**src/hw/flash_prog_pkg.sv**
```systemverilog
/*
  shared constants for the flash self-programming controller: register map,
  field positions, reset values, geometry and operation timing.
  assumes a 50 MHz mclk and an AXI4-Lite register bus with 32-bit data.
*/
package flash_prog_pkg;

  // register byte addresses on the AXI4-Lite slave
  localparam logic [7:0] OFF_CONTROL = 8'h00;
  localparam logic [7:0] OFF_ADDR_LOW = 8'h04;
  localparam logic [7:0] OFF_ADDR_HIGH = 8'h08;
  localparam logic [7:0] OFF_UNLOCK_KEY = 8'h0C;
  localparam logic [7:0] OFF_TABLE_PAGE = 8'h10;
  localparam logic [7:0] OFF_STATUS = 8'h14;

  // flash_control fields
  localparam int CTL_START_BIT = 15;
  localparam int CTL_WRITE_EN_BIT = 14;
  localparam int CTL_WRITE_ERR_BIT = 13;
  localparam int CTL_OP_LSB = 0;
  localparam int CTL_OP_W = 7;
  localparam logic [15:0] CTL_RESET = 16'h0000;
  localparam logic [6:0] OP_ROW_ERASE = 7'h41;
  localparam logic [6:0] OP_ROW_PROGRAM = 7'h01;

  // status register fields
  localparam int STAT_DONE_BIT = 0;
  localparam int STAT_BUSY_BIT = 1;

  // unlock keys
  localparam logic [7:0] KEY_FIRST = 8'h55;
  localparam logic [7:0] KEY_SECOND = 8'hAA;

  // geometry: 32 words a row, 128 rows a panel, 24-bit words
  localparam int ROW_WORDS = 32;
  localparam int ROWS_PER_PANEL = 128;
  localparam int ROW_BYTES = 96;
  localparam int WORD_W = 24;

  // table write cost in cycles, and operation time
  localparam int TABLE_WRITE_CYCLES = 2;
  localparam int OP_TIME_US = 2000;
  localparam int CLK_MHZ = 50;
  localparam int OP_CYCLES = OP_TIME_US * CLK_MHZ;

  typedef enum logic [1:0] {
    ST_IDLE,
    ST_ERASE,
    ST_PROGRAM,
    ST_FINISH
  } seq_state_t;

endpackage

```
**src/hw/flash_self_program_ctrl.sv**
```systemverilog
/*
  flash_self_program_ctrl: run-time self-programming sequencer.
  holds table page and flash address registers, 32-word row write latches,
  the unlock sequence, row erase/program with processor stall, and the
  control/status registers on an AXI4-Lite slave.
  assumes the core presents table instructions on a one-cycle strobe
  interface in the mclk domain and honours cpu_stall; the flash array is
  driven through a simple row port (one word per cycle during program).
*/
// The register addresses and the AXI4-Lite interface to the registers were chosen for this implementation.
//
// Contract
// - rows of 32 words, 128 rows per panel
// - erase one row, program 32 words
// - 32 latches filled sequentially from zero; here each table write goes to the latch picked by EA bits 5:1
// - low table ops access bits 15:0
// - high table ops access bits 23:16
// - address is page byte joined with EA
// - latch table write completes in 2 cycles
// - low address captures EA 15:0
// - high address captures EA 23:16
// - software may write both address registers
// - write-only key; 0x55 then 0xAA unlocks
// - operation lasts 2 ms, processor stalled
// - start bit 15 launches, hardware clears
// - 0x4041 selects row erase with writes enabled
// - program sequence; start cleared at end
// - high write ignores source upper byte
// - software cannot clear start bit
// - reset during operation sets write error flag; here only wdt_reset sets it, rst_n clears it
// - done flag set on completion, software clears
module flash_self_program_ctrl #(
  parameter int OP_CYCLES = flash_prog_pkg::OP_CYCLES
) (
  input wire logic mclk,
  input wire logic rst_n,
  input wire logic wdt_reset,
  // AXI4-Lite slave
  input wire logic [7:0] s_awaddr,
  input wire logic s_awvalid,
  output logic s_awready,
  input wire logic [31:0] s_wdata,
  input wire logic [3:0] s_wstrb,
  input wire logic s_wvalid,
  output logic s_wready,
  output logic [1:0] s_bresp,
  output logic s_bvalid,
  input wire logic s_bready,
  input wire logic [7:0] s_araddr,
  input wire logic s_arvalid,
  output logic s_arready,
  output logic [31:0] s_rdata,
  output logic [1:0] s_rresp,
  output logic s_rvalid,
  input wire logic s_rready,
  // table instruction port from the core
  input wire logic tbl_req,
  input wire logic tbl_write,
  input wire logic tbl_high,
  input wire logic tbl_byte,
  input wire logic [15:0] tbl_ea,
  input wire logic [15:0] tbl_wdata,
  output logic tbl_done,
  output logic [15:0] tbl_rdata,
  // flash array row port
  output logic [23:0] fl_addr,
  output logic fl_erase,
  output logic fl_prog,
  output logic [23:0] fl_wdata,
  input wire logic [23:0] fl_rdata,
  // core stall and completion flag
  output logic cpu_stall,
  output logic flash_done_irq_flag
);

  localparam int CW = $clog2(OP_CYCLES + 1);

  typedef struct packed {
    logic [15:0] control;
    logic [15:0] addr_low;
    logic [7:0] addr_high;
    logic [7:0] table_page;
    logic [1:0] key_step;
    logic done;
    logic [4:0] latch_idx;
    logic tbl_busy;
    logic tbl_done;
    logic [15:0] tbl_rdata;
    logic [CW-1:0] count;
    flash_prog_pkg::seq_state_t state;
    logic aw_held;
    logic [7:0] aw_addr;
    logic w_held;
    logic [31:0] w_data;
    logic [3:0] w_strb;
    logic bvalid;
    logic [1:0] bresp;
    logic rvalid;
    logic [31:0] rdata;
    logic [1:0] rresp;
  } state_t;

  state_t s_r;
  state_t s_nxt;
  logic [flash_prog_pkg::WORD_W-1:0] latch_r [flash_prog_pkg::ROW_WORDS];
  logic latch_we;
  logic [4:0] latch_wi;
  logic [23:0] latch_wd;

  function automatic logic is_reg(input logic [7:0] a);
    is_reg = a == flash_prog_pkg::OFF_CONTROL || a == flash_prog_pkg::OFF_ADDR_LOW ||
             a == flash_prog_pkg::OFF_ADDR_HIGH || a == flash_prog_pkg::OFF_UNLOCK_KEY ||
             a == flash_prog_pkg::OFF_TABLE_PAGE || a == flash_prog_pkg::OFF_STATUS;
  endfunction

  function automatic logic [15:0] merge16(input logic [15:0] old, input logic [31:0] d,
                                          input logic [3:0] st);
    merge16 = {st[1] ? d[15:8] : old[15:8], st[0] ? d[7:0] : old[7:0]};
  endfunction

  wire logic busy = s_r.state != flash_prog_pkg::ST_IDLE;

  ////////////////////////////////////////////////////////////////////////////
  always_comb begin
    logic wr_go;
    logic start_req;
    logic [15:0] newctl;
    logic [23:0] cur;
    wr_go = 1'b0;
    start_req = 1'b0;
    newctl = '0;
    cur = '0;
    s_nxt = s_r;
    latch_we = 1'b0;
    latch_wi = s_r.latch_idx;
    latch_wd = latch_r[s_r.latch_idx];
    s_nxt.tbl_done = 1'b0;

    // axi write: address and data taken independently, response after both
    if (s_awvalid && !s_r.aw_held) begin
      s_nxt.aw_held = 1'b1;
      s_nxt.aw_addr = s_awaddr;
    end
    if (s_wvalid && !s_r.w_held) begin
      s_nxt.w_held = 1'b1;
      s_nxt.w_data = s_wdata;
      s_nxt.w_strb = s_wstrb;
    end
    if (s_r.bvalid && s_bready) begin
      s_nxt.bvalid = 1'b0;
    end
    wr_go = s_r.aw_held && s_r.w_held && !s_r.bvalid;

    // any register write other than the second key breaks the unlock chain
    if (wr_go) begin
      s_nxt.aw_held = 1'b0;
      s_nxt.w_held = 1'b0;
      s_nxt.bvalid = 1'b1;
      s_nxt.bresp = is_reg(s_r.aw_addr) ? 2'b00 : 2'b10;
      s_nxt.key_step = 2'd0;
      case (s_r.aw_addr)
        flash_prog_pkg::OFF_CONTROL: begin
          newctl = merge16(s_r.control, s_r.w_data, s_r.w_strb);
          // start only with enable and a fresh key pair; software never clears it
          start_req = newctl[flash_prog_pkg::CTL_START_BIT] && !busy &&
                      newctl[flash_prog_pkg::CTL_WRITE_EN_BIT] && s_r.key_step == 2'd2;
          s_nxt.control = {start_req | s_r.control[15], newctl[14:0]};
          if (start_req) begin
            s_nxt.count = CW'(OP_CYCLES);
            s_nxt.state = (newctl[6:0] == flash_prog_pkg::OP_ROW_ERASE) ?
                          flash_prog_pkg::ST_ERASE : flash_prog_pkg::ST_PROGRAM;
            s_nxt.latch_idx = 5'd0;
          end
        end
        flash_prog_pkg::OFF_ADDR_LOW: begin
          if (!busy) s_nxt.addr_low = merge16(s_r.addr_low, s_r.w_data, s_r.w_strb);
        end
        flash_prog_pkg::OFF_ADDR_HIGH: begin
          if (!busy && s_r.w_strb[0]) s_nxt.addr_high = s_r.w_data[7:0];
        end
        flash_prog_pkg::OFF_UNLOCK_KEY: begin
          if (s_r.w_strb[0] && s_r.w_data[7:0] == flash_prog_pkg::KEY_FIRST) begin
            s_nxt.key_step = 2'd1;
          end else if (s_r.w_strb[0] && s_r.key_step == 2'd1 &&
                       s_r.w_data[7:0] == flash_prog_pkg::KEY_SECOND) begin
            s_nxt.key_step = 2'd2;
          end
        end
        flash_prog_pkg::OFF_TABLE_PAGE: begin
          if (s_r.w_strb[0]) s_nxt.table_page = s_r.w_data[7:0];
        end
        flash_prog_pkg::OFF_STATUS: begin
          if (s_r.w_strb[0] && s_r.w_data[flash_prog_pkg::STAT_DONE_BIT]) s_nxt.done = 1'b0;
        end
        default: begin
        end
      endcase
    end

    // axi read: one-cycle answer; key register reads as zero
    if (s_r.rvalid && s_rready) begin
      s_nxt.rvalid = 1'b0;
    end
    if (s_arvalid && !s_r.rvalid) begin
      s_nxt.rvalid = 1'b1;
      s_nxt.rresp = is_reg(s_araddr) ? 2'b00 : 2'b10;
      case (s_araddr)
        flash_prog_pkg::OFF_CONTROL: s_nxt.rdata = {16'h0000, s_r.control};
        flash_prog_pkg::OFF_ADDR_LOW: s_nxt.rdata = {16'h0000, s_r.addr_low};
        flash_prog_pkg::OFF_ADDR_HIGH: s_nxt.rdata = {24'h00_0000, s_r.addr_high};
        flash_prog_pkg::OFF_TABLE_PAGE: s_nxt.rdata = {24'h00_0000, s_r.table_page};
        flash_prog_pkg::OFF_STATUS: s_nxt.rdata = {30'h0000_0000, busy, s_r.done};
        default: s_nxt.rdata = 32'h0000_0000;
      endcase
    end

    // table instructions: two-cycle completion, address capture on each
    if (tbl_req && !busy && !s_r.tbl_busy) begin
      s_nxt.tbl_busy = 1'b1;
      s_nxt.addr_low = tbl_ea;
      s_nxt.addr_high = s_r.table_page;
      // latch index follows ea word offset, so each write lands at its own word of the row, in any order
      latch_wi = tbl_ea[5:1];
      cur = latch_r[tbl_ea[5:1]];
      if (tbl_write) begin
        latch_we = 1'b1;
        s_nxt.latch_idx = tbl_ea[5:1] + 5'd1;
        if (tbl_high) begin
          latch_wd = {tbl_wdata[7:0], cur[15:0]};
        end else if (tbl_byte) begin
          latch_wd = tbl_ea[0] ? {cur[23:16], tbl_wdata[7:0], cur[7:0]} :
                                 {cur[23:8], tbl_wdata[7:0]};
        end else begin
          latch_wd = {cur[23:16], tbl_wdata};
        end
      end else begin
        // reads come from the array at the 24-bit table address
        if (tbl_high) s_nxt.tbl_rdata = {8'h00, fl_rdata[23:16]};
        else if (tbl_byte) s_nxt.tbl_rdata = {8'h00, tbl_ea[0] ? fl_rdata[15:8] : fl_rdata[7:0]};
        else s_nxt.tbl_rdata = fl_rdata[15:0];
      end
    end else if (s_r.tbl_busy) begin
      s_nxt.tbl_busy = 1'b0;
      s_nxt.tbl_done = 1'b1;
    end

    // operation sequencer
    case (s_r.state)
      flash_prog_pkg::ST_IDLE: begin
      end
      flash_prog_pkg::ST_ERASE,
      flash_prog_pkg::ST_PROGRAM: begin
        s_nxt.count = s_r.count - CW'(1);
        if (s_r.state == flash_prog_pkg::ST_PROGRAM) s_nxt.latch_idx = s_r.latch_idx + 5'd1;
        if (s_r.count == CW'(1)) s_nxt.state = flash_prog_pkg::ST_FINISH;
      end
      flash_prog_pkg::ST_FINISH: begin
        s_nxt.control[flash_prog_pkg::CTL_START_BIT] = 1'b0;
        s_nxt.done = 1'b1;
        s_nxt.state = flash_prog_pkg::ST_IDLE;
      end
      default: s_nxt.state = flash_prog_pkg::ST_IDLE;
    endcase

    // watchdog reset mid-operation: abort, flag error, keep address
    if (wdt_reset) begin
      if (busy) s_nxt.control[flash_prog_pkg::CTL_WRITE_ERR_BIT] = 1'b1;
      s_nxt.control[flash_prog_pkg::CTL_START_BIT] = 1'b0;
      s_nxt.control[flash_prog_pkg::CTL_WRITE_EN_BIT] = 1'b0;
      s_nxt.state = flash_prog_pkg::ST_IDLE;
      s_nxt.key_step = 2'd0;
    end
  end

  ////////////////////////////////////////////////////////////////////////////
  // an external reset mid-operation is seen through a retained flag that the
  // core's reset generator must hold; here the async reset just clears state
  always_ff @(posedge mclk or negedge rst_n) begin
    if (!rst_n) begin
      s_r <= '0;
    end else begin
      s_r <= s_nxt;
    end
  end

  // latch array: no reset, contents undefined until loaded
  always_ff @(posedge mclk) begin
    if (latch_we) begin
      latch_r[latch_wi] <= latch_wd;
    end
  end

  ////////////////////////////////////////////////////////////////////////////
  // row address forced to a row boundary: erase/program touch exactly one row
  assign fl_addr = (s_r.state == flash_prog_pkg::ST_IDLE) ?
                   {s_r.table_page, tbl_ea} :
                   {s_r.addr_high, s_r.addr_low[15:6], s_r.latch_idx, 1'b0};
  assign fl_erase = s_r.state == flash_prog_pkg::ST_ERASE &&
                    s_r.count == CW'(OP_CYCLES);
  assign fl_prog = s_r.state == flash_prog_pkg::ST_PROGRAM &&
                   s_r.count > CW'(OP_CYCLES - flash_prog_pkg::ROW_WORDS);
  assign fl_wdata = latch_r[s_r.latch_idx];
  assign cpu_stall = busy;
  assign tbl_done = s_r.tbl_done;
  assign tbl_rdata = s_r.tbl_rdata;
  assign flash_done_irq_flag = s_r.done;
  assign s_awready = !s_r.aw_held;
  assign s_wready = !s_r.w_held;
  assign s_bvalid = s_r.bvalid;
  assign s_bresp = s_r.bresp;
  assign s_arready = !s_r.rvalid;
  assign s_rvalid = s_r.rvalid;
  assign s_rdata = s_r.rdata;
  assign s_rresp = s_r.rresp;

endmodule

```
**config.mk**
```make
export PLATFORM = sky130hd
export DESIGN_NAME = flash_self_program_ctrl
export DESIGN_NICKNAME = d
export VERILOG_FILES = /design/src/hw/flash_prog_pkg.sv /design/src/hw/flash_self_program_ctrl.sv
export SDC_FILE = /design/constraint.sdc
export NUM_CORES = 1
export LEC_CHECK = 0
export BUFFER_PORTS_ARGS = -buffer_cell sky130_fd_sc_hd__buf_2
export CAP_MARGIN = 20
export CORE_MARGIN = 2
export CORE_UTILIZATION = 35
export DETAILED_ROUTE_END_ITERATION = 10
export SLEW_MARGIN = 15
export SYNTH_ARGS = -nofsm -noshare
export SYNTH_HDL_FRONTEND = slang
export SYNTH_SLANG_ARGS = --single-unit
```
**constraint.sdc**
```tcl
create_clock -name mclk -period 3.6 [get_ports mclk]
set_clock_uncertainty 0.15 [all_clocks]
set_input_delay 0.54 -clock mclk [delete_from_list [all_inputs] [get_ports mclk]]
set_output_delay 0.54 -clock mclk [all_outputs]
set_load 0.01 [all_outputs]
```
## Yosys cells after proc, flatten, opt, wreduce, memory -nomap -nowiden

Memories as Yosys holds them, arrays and structs flattened.
Index checks and enable logic that the tools add are counted.

| storage, ports and cells | value |
|---|---|
| bits in registers | 177 |
| bits in writable memories | 768 |
| input port bits | 120 |
| logic and storage cells | 192 |
| memories kept | 1 |

Memories:

| name | words | width | rd ports | clocked after memory_dff | write ports | line | text |
|---|---|---|---|---|---|---|---|
| latch_r | 32 | 24 | 2 | 0 | 1 | flash_self_program_ctrl.sv:105 | `logic [flash_prog_pkg::WORD_W-1:0] latch_r [flash_prog_pkg::ROW_WORDS];` |

| operators by class | value |
|---|---|
| $add $sub $neg | 3 |
| magnitude comparators | 1 |
| equal/unequal tests | 21 |
| mux-type cells | 64 |
| bitwise operators | 2 |
| reductions and logical operators | 72 |

Operators by type and width:

| kind | count |
|---|---|
| 24-bit 2-to-1 mux | 5 |
| 16-bit 2-to-1 mux | 7 |
| 16-bit case mux with 5 select lines | 1 |
| 8-bit 2-to-1 mux | 9 |
| 56-bit 2-to-1 mux | 1 |
| 19-bit 2-to-1 mux | 2 |
| 2-bit nonzero test | 19 |
| 37-bit 2-to-1 mux | 1 |
| 35-bit 2-to-1 mux | 1 |
| 5-bit 2-to-1 mux | 7 |
| 8-bit by 4-bit == test with 1-bit output (second input constant) | 4 |
| 8-bit by 5-bit == test with 1-bit output (second input constant) | 4 |
| 20-bit 2-to-1 mux | 1 |
| 1-bit logical AND | 19 |
| 2-bit 2-to-1 mux | 9 |
| 3-bit AND reduction | 6 |
| 17-bit by 1-bit == test with 1-bit output (second input constant) | 1 |
| 17-bit == test (second input constant) | 1 |
| 17-bit > comparator (second input constant) | 1 |
| 17-bit 2-to-1 mux | 1 |
| 17-bit by 1-bit subtractor with 17-bit output (second input constant) | 1 |
| 8-bit by 3-bit == test with 1-bit output (second input constant) | 2 |
| 8-bit logical NOT | 2 |
| 1-bit 2-to-1 mux | 15 |
| 19 further kinds | 43 |

## Depth between registers and ports, before layout

| logic depth | value |
|---|---|
| word-level depth | 12 |
| depth in mapped cells | 11 |
| depth with buffers taken out | 8 |

## Least setup slack after synthesis

Ideal clock, no wire load.

| timing | value |
|---|---|
| path type | input port to flip-flop |
| from | in tbl_ea[1] |
| to | mem latch_r[0][0] (netlist name), enable pin |
| library setup time | 0.405 ns |
| arrival | 2.967 ns |
| slack | 0.079 ns |
| stages on the path | 8 |
| cells stage by stage | buf_2 -> buf_4 -> buf_4 -> buf_4 -> buf_4 -> or3_1 -> clkbuf_1 -> nor2_1 |

| on the way | value |
|---|---|
| cells in the longest elaborated chain, start to end | 1 |

Ends and longest elaborated chain:

| item | line | text |
|---|---|---|
| start: declaration | flash_self_program_ctrl.sv:61 | `input wire logic [15:0] tbl_ea,` |
| 5-bit 2-to-1 mux | flash_self_program_ctrl.sv:218 | `if (tbl_req && !busy && !s_r.tbl_busy) begin` |
| end: declaration | flash_self_program_ctrl.sv:105 |  |

Every way passes these cells.

## Final worst setup path

| timing | value |
|---|---|
| from | reg s_r[121] (netlist name) |
| to | out fl_wdata[0] |

| on the way | value |
|---|---|
| cells in the longest elaborated chain, start to end | 1 |

Ends and longest elaborated chain:

| item | line | text |
|---|---|---|
| start: declaration | flash_self_program_ctrl.sv:103 | `state_t s_r;` |
| start signal: assignment | flash_self_program_ctrl.sv:282 | `s_r <= s_nxt;` |
| memory read 32 x 24 bit | - |  |
| end: declaration | flash_self_program_ctrl.sv:69 | `output logic [23:0] fl_wdata,` |

Every way passes these cells.

==> results <==
- By area, the combinational part of the netlist is dominated by multiplexers.
- The final hold violation count is 0.
- The count of buffers added on input and output ports is 193.
- The depth of the worst register-to-register path is 10.
- The kind of end point of the critical path is a primary output.
- The placeable core area is 124100 um^2.
- Across the VDD grid, the largest voltage drop is 0.0004760 V.
- The number of routed nets with antenna violations is 0.
- The primary flip-flop cell chosen by synthesis mapping is sky130_fd_sc_hd__edfxtp_1.
- The synthesized-area fraction occupied by and/or/nand/nor cells is 5.894%.
- The CTS buffer count is 100.
- The mean post-synth cell area is 15.48 um^2.
- The cell family with the largest share of critical-path delay is buffers and inverters.
- In this run, distinct cell masters in the synthesized netlist total 69.
- For the worst setup path, the data required time is 2.91 ns.
- The number of antenna violations at the first check in global routing came to 4.
- The synthesis warning total is 0.
- Counting I/O delays and the setup requirement, the final critical path takes 3.771 ns.
- The cell count after synthesis came out at 2838.
- The share of layout cells above drive strength 1 is 34.35%.
- Sequential cells were found to cover 60.55% of the synthesized design area.
- Summing every instance area after synthesis gives 43920 um^2.
- The power density over cell area is 568.0 nW/um^2.
- For this run, the detailed router's first-pass iteration total came to 6.
- The biggest area contributor in the post-synthesis netlist is sky130_fd_sc_hd__edfxtp_1.
- The instance count along the most critical hold path is 3.
- The final reports fail on negative setup slack.
- The kind of critical path is flip-flop to primary output.
- For the pin with the worst max-slew slack, the measured transition is 1.039 ns.
- The tightest min-delay check is of the input port to flip-flop type.
- Measured against the total synthesized area, the mux share comes to 22.79%.
- The net switching component of the power is 8.950 mW.
- The static leakage power is 19.37 nW.
- Headroom to the max-slew limit came out at 30.59%.
- The layout overhead on the synthesized area is 22.46%.
- The signal on the critical path passes through buf_12, buf_16, buf_12, buf_8, buf_16, mux2i_1, a21oi_1, and3_1, or4_4, buf_6.
- The smallest setup slack after layout is -0.1709 ns.
- For this run, the total global-route usage over all layers was measured as 22.23%.
- The power after layout is 30.55 mW.
- The average vias per placed instance is 5.852.
- The worst path uses 104.7% of the clock period.
- From bottom edge to top edge, the die measures 358.2 um.
- In the final routed layout, each cell accounts on average for 28.98 um.
- Max-cap violations in this run came to 0.
- No sink is reached through more buffers than the 3 on the longest clock path.
- The worst setup path is launched from a flip-flop.
- The final layout contains routed wiring with a total length of 144600 um.
- The critical path crosses 10 cells after its start point.
- The final-report max-slew violation count came to 0.
- The fraction of synthesized cell area in xor and xnor cells is 0.07977%.
- Of the total power, the share spent switching nets is 29.30%.
- The register bit count reported by yosys is 909.
- In this run, the number of DRC markers left after iteration 0 of detailed routing was 3168.
- The number of remaining DRC errors is 0.
- The number of rows in the core area is 129.
- The flow ran to the end, but the final reports show violations.
- The slowest stage of the critical path belongs to the cell sky130_fd_sc_hd__or4_4.
- The final count of negative-setup-slack endpoints is 22.
- Once placement completed, the tool counted placed cells totaling 4665.
- Setup repair after global routing could not meet its margin everywhere.
- The number of nets in the layout is 3410.
- The clock share of power is 31.9%.
- The starting utilization of the core area is 35.38%.
- The internal power consumption is 21.60 mW.
- Detailed placement finished with a half-perimeter wire length of 90890 um.
- The number of global-route vias before repair was 28970.
- During I/O placement, the number of pins put on the boundary was 230.
- The number of flops mapped to enable cells by yosys is 768.
- Once layout is complete, the cells apart from fillers number 4992.
- For this run the aggregate overflow at the end of global routing stands at 0.
- The worst hold margin is 0.02743 ns.
- Combinational cells account for 24.5% of the total power.
- The floorplan step defined a die boundary enclosing 128300 um^2.
- TritonCTS built the clock tree.
- The congestion estimate from routability-driven global placement came to 0.8601.
- The proportion of netlist area held by the largest area contributor is 52.51%.
- The clock sink count is 909.
- Timing would allow up to 0.2652 GHz.
- The final-layout fill cell count is 10970.
- Together, buffers and inverters on the worst path number 6.
- The H-tree was split into 3 levels.
- In the post-synthesis netlist, the biggest area contributors are sky130_fd_sc_hd__edfxtp_1 (53%), sky130_fd_sc_hd__mux4_2 (14%), sky130_fd_sc_hd__dfrtp_1 (8.0%).
- At the later pin of the worst-skew pair, clock insertion delay measures 0.74 ns.
- In this design, the stage delay of the slowest critical-path cell is 0.58 ns.
- Summing over every cut layer, the via total after detailed routing is 29210.
- The die is 358.2 um wide.
- Of the total synthesized cell area, the portion taken by full adders, half adders and majority gates is 0.2849%.
- The largest net degree at the start of global routing is 86.
- The synthesized-area fraction occupied by ao, oa, aoi and oai cells is 6.983%.
- The clock transition time at the flip-flop clock pins of the worst setup and hold paths is 0.06 ns.
- The arrival time at the worst endpoint is 3.08 ns.
- Counting flops with an async set or reset pin after synthesis yields a share of 15.51%.
- The first global-routing pass estimated 205100 um of wire.
- Along the worst path, the maximum fanout reaches 9.
- The clock root buffer master is sky130_fd_sc_hd__clkbuf_16.
- Registers are responsible for 43.6% of the overall power.
==> sequential cells by signal, indices dropped and copies added (netlist names) <==
name                 flops
s_bresp                  1
s_rdata                 16
tbl_done                 1
s_rresp                  1
latch_r                768
s_rvalid                 1
s_bvalid                 1
flash_done_irq_flag      1
tbl_rdata               16
s_r                    103
==> tightest hold or removal path: cells and delay by family <==
kind                   cells  cell delay (ns)
AOI/OAI and AO/OA          2             0.20
buffers and inverters      1             0.08
==> placed cells by master (no fill, tap or decap), types with 52 or more instances in the layout <==
cell,Yosys,routed
sky130_fd_sc_hd__edfxtp_1,768,768
sky130_fd_sc_hd__mux2i_1,300,298
sky130_fd_sc_hd__mux4_2,274,274
sky130_fd_sc_hd__buf_4,83,228
sky130_fd_sc_hd__nand2_1,234,207
sky130_fd_sc_hd__buf_2,45,168
sky130_fd_sc_hd__dfrtp_1,141,137
sky130_fd_sc_hd__clkbuf_16,0,105
sky130_fd_sc_hd__a21oi_1,123,103
sky130_fd_sc_hd__o21ai_0,95,95
sky130_fd_sc_hd__a22oi_1,76,76
sky130_fd_sc_hd__mux2_2,74,74
sky130_fd_sc_hd__dlygate4sd3_1,0,55
sky130_fd_sc_hd__buf_12,0,52
==> power groups by stage <==
stage	registers, mW	clock network [mW]	logic (mW)
3_5_place_dp	13.5	0	6.25
4_1_cts	13.3	9.89	7.20
5_1_grt	13.4	10.3	7.90
2_1_floorplan	13.4	0	3.68
6_report	13.3	9.75	7.49
3_3_place_gp	13.5	0	6.17
==> cells by family (layout without fill, tap and decap cells) <==
family / Yosys count / after routing
muxes: 648 / 648
other: 1 / 19
buffers and inverters: 276 / 775
DFF: 909 / 909
AOI/OAI and AO/OA: 462 / 462
and+or+nand+nor: 528 / 528
xor gates and xnor gates: 4 / 4
adders and majority gates: 10 / 10
==> what timing repair did <==
action | in CTS | in global routing
endpoints found under the setup margin | 24 | 24
hold buffers | 55 | 0
pin swaps | 52 | 43
gates cloned | 16 | 5
gates resized for setup | 110 | 48
buffers inserted | 52 | 26
hold endpoints to repair | 138 | 0
==> Yosys cell counts (8+ instances only) <==
| cell | count |
|---|---|
| sky130_fd_sc_hd__a211o_1 | 10 |
| sky130_fd_sc_hd__a211oi_1 | 15 |
| sky130_fd_sc_hd__a21oi_1 | 123 |
| sky130_fd_sc_hd__a222oi_1 | 8 |
| sky130_fd_sc_hd__a22o_1 | 15 |
| sky130_fd_sc_hd__a22oi_1 | 76 |
| sky130_fd_sc_hd__a2bb2oi_1 | 9 |
| sky130_fd_sc_hd__and2_1 | 16 |
| sky130_fd_sc_hd__and3_1 | 49 |
| sky130_fd_sc_hd__buf_1 | 19 |
| sky130_fd_sc_hd__buf_2 | 45 |
| sky130_fd_sc_hd__buf_4 | 83 |
| sky130_fd_sc_hd__buf_6 | 13 |
| sky130_fd_sc_hd__clkbuf_1 | 97 |
| sky130_fd_sc_hd__dfrtp_1 | 141 |
| sky130_fd_sc_hd__edfxtp_1 | 768 |
| sky130_fd_sc_hd__ha_1 | 10 |
| sky130_fd_sc_hd__inv_1 | 18 |
| sky130_fd_sc_hd__mux2_2 | 74 |
| sky130_fd_sc_hd__mux2i_1 | 300 |
| sky130_fd_sc_hd__mux4_2 | 274 |
| sky130_fd_sc_hd__nand2_1 | 234 |
| sky130_fd_sc_hd__nand2b_1 | 10 |
| sky130_fd_sc_hd__nand3_1 | 31 |
| sky130_fd_sc_hd__nand3b_1 | 17 |
| sky130_fd_sc_hd__nand4_1 | 8 |
| sky130_fd_sc_hd__nor2_1 | 75 |
| sky130_fd_sc_hd__nor2b_1 | 16 |
| sky130_fd_sc_hd__nor3_1 | 14 |
| sky130_fd_sc_hd__o211ai_1 | 8 |
| sky130_fd_sc_hd__o21ai_0 | 95 |
| sky130_fd_sc_hd__o221a_2 | 8 |
| sky130_fd_sc_hd__o22ai_1 | 27 |
| sky130_fd_sc_hd__o2bb2ai_1 | 8 |
| sky130_fd_sc_hd__or3_1 | 11 |
| sky130_fd_sc_hd__or4_1 | 10 |
| sky130_fd_sc_hd__or4_4 | 8 |
==> worst paths after layout <==
path | startpoint | endpoint | slack, ns
setup / recovery | s_r[121]$_DFF_PN0_ | fl_wdata[0] | -0.17
hold / removal | fl_rdata[23] | tbl_rdata[7]$_DFFE_PN0P_ | 0.03
setup reg to reg | s_r[84]$_DFF_PN0_ | latch_r[14][19]$_DFFE_PP_ | 0.21
min in group asynchronous | rst_n | s_rvalid$_DFFE_PN0P_ | 0.37
hold reg to reg | s_r[120]$_DFF_PN0_ | tbl_done$_DFF_PN0_ | 0.23
max in group asynchronous | rst_n | s_rdata[9]$_DFFE_PN0P_ | 2.19
==> per-layer routing <==
| layer | vias to the layer above | GRT usage [%] | wire (um) |
|---|---|---|---|
| met1 | 15230 | 29.49 | 58450 |
| li1 | 12250 | - | - |
| met4 | 2 | 7.515 | 4996 |
| met5 | - | 0 | 13 |
| met2 | 1445 | 36.20 | 68110 |
| met3 | 291 | 4.817 | 13080 |
==> cell type report <==
cell class	instances	area, um^2	share of cell area (%)
flip-flops and latches	909	26600	49.46
multi-input cells	1670	16490	30.67
repair buffers	580	5505	10.24
clock buffers	127	2624	4.878
well taps	1637	2048	3.808
clock inverters	49	434.2	0.8073
inverters	19	71.32	0.1326
diodes	1	2.502	0.004653
==> per-stage QoR <==
stage / worst slack [ns] / utilization, % / TNS [ns] / instance area [um^2]
4_1_cts: -0.2141 / 42.95 / -2.793 / 53310
3_3_place_gp: 0.1976 / 38.96 / 0 / 48360
2_1_floorplan: 0.07861 / - / 0 / 43980
5_1_grt: -0.2267 / 43.33 / -3.578 / 53780
6_report: -0.1709 / 43.33 / -1.859 / 53780
3_5_place_dp: 0.1686 / 38.98 / 0 / 48390
No activity file was read; power rests on OpenSTA's default activity.
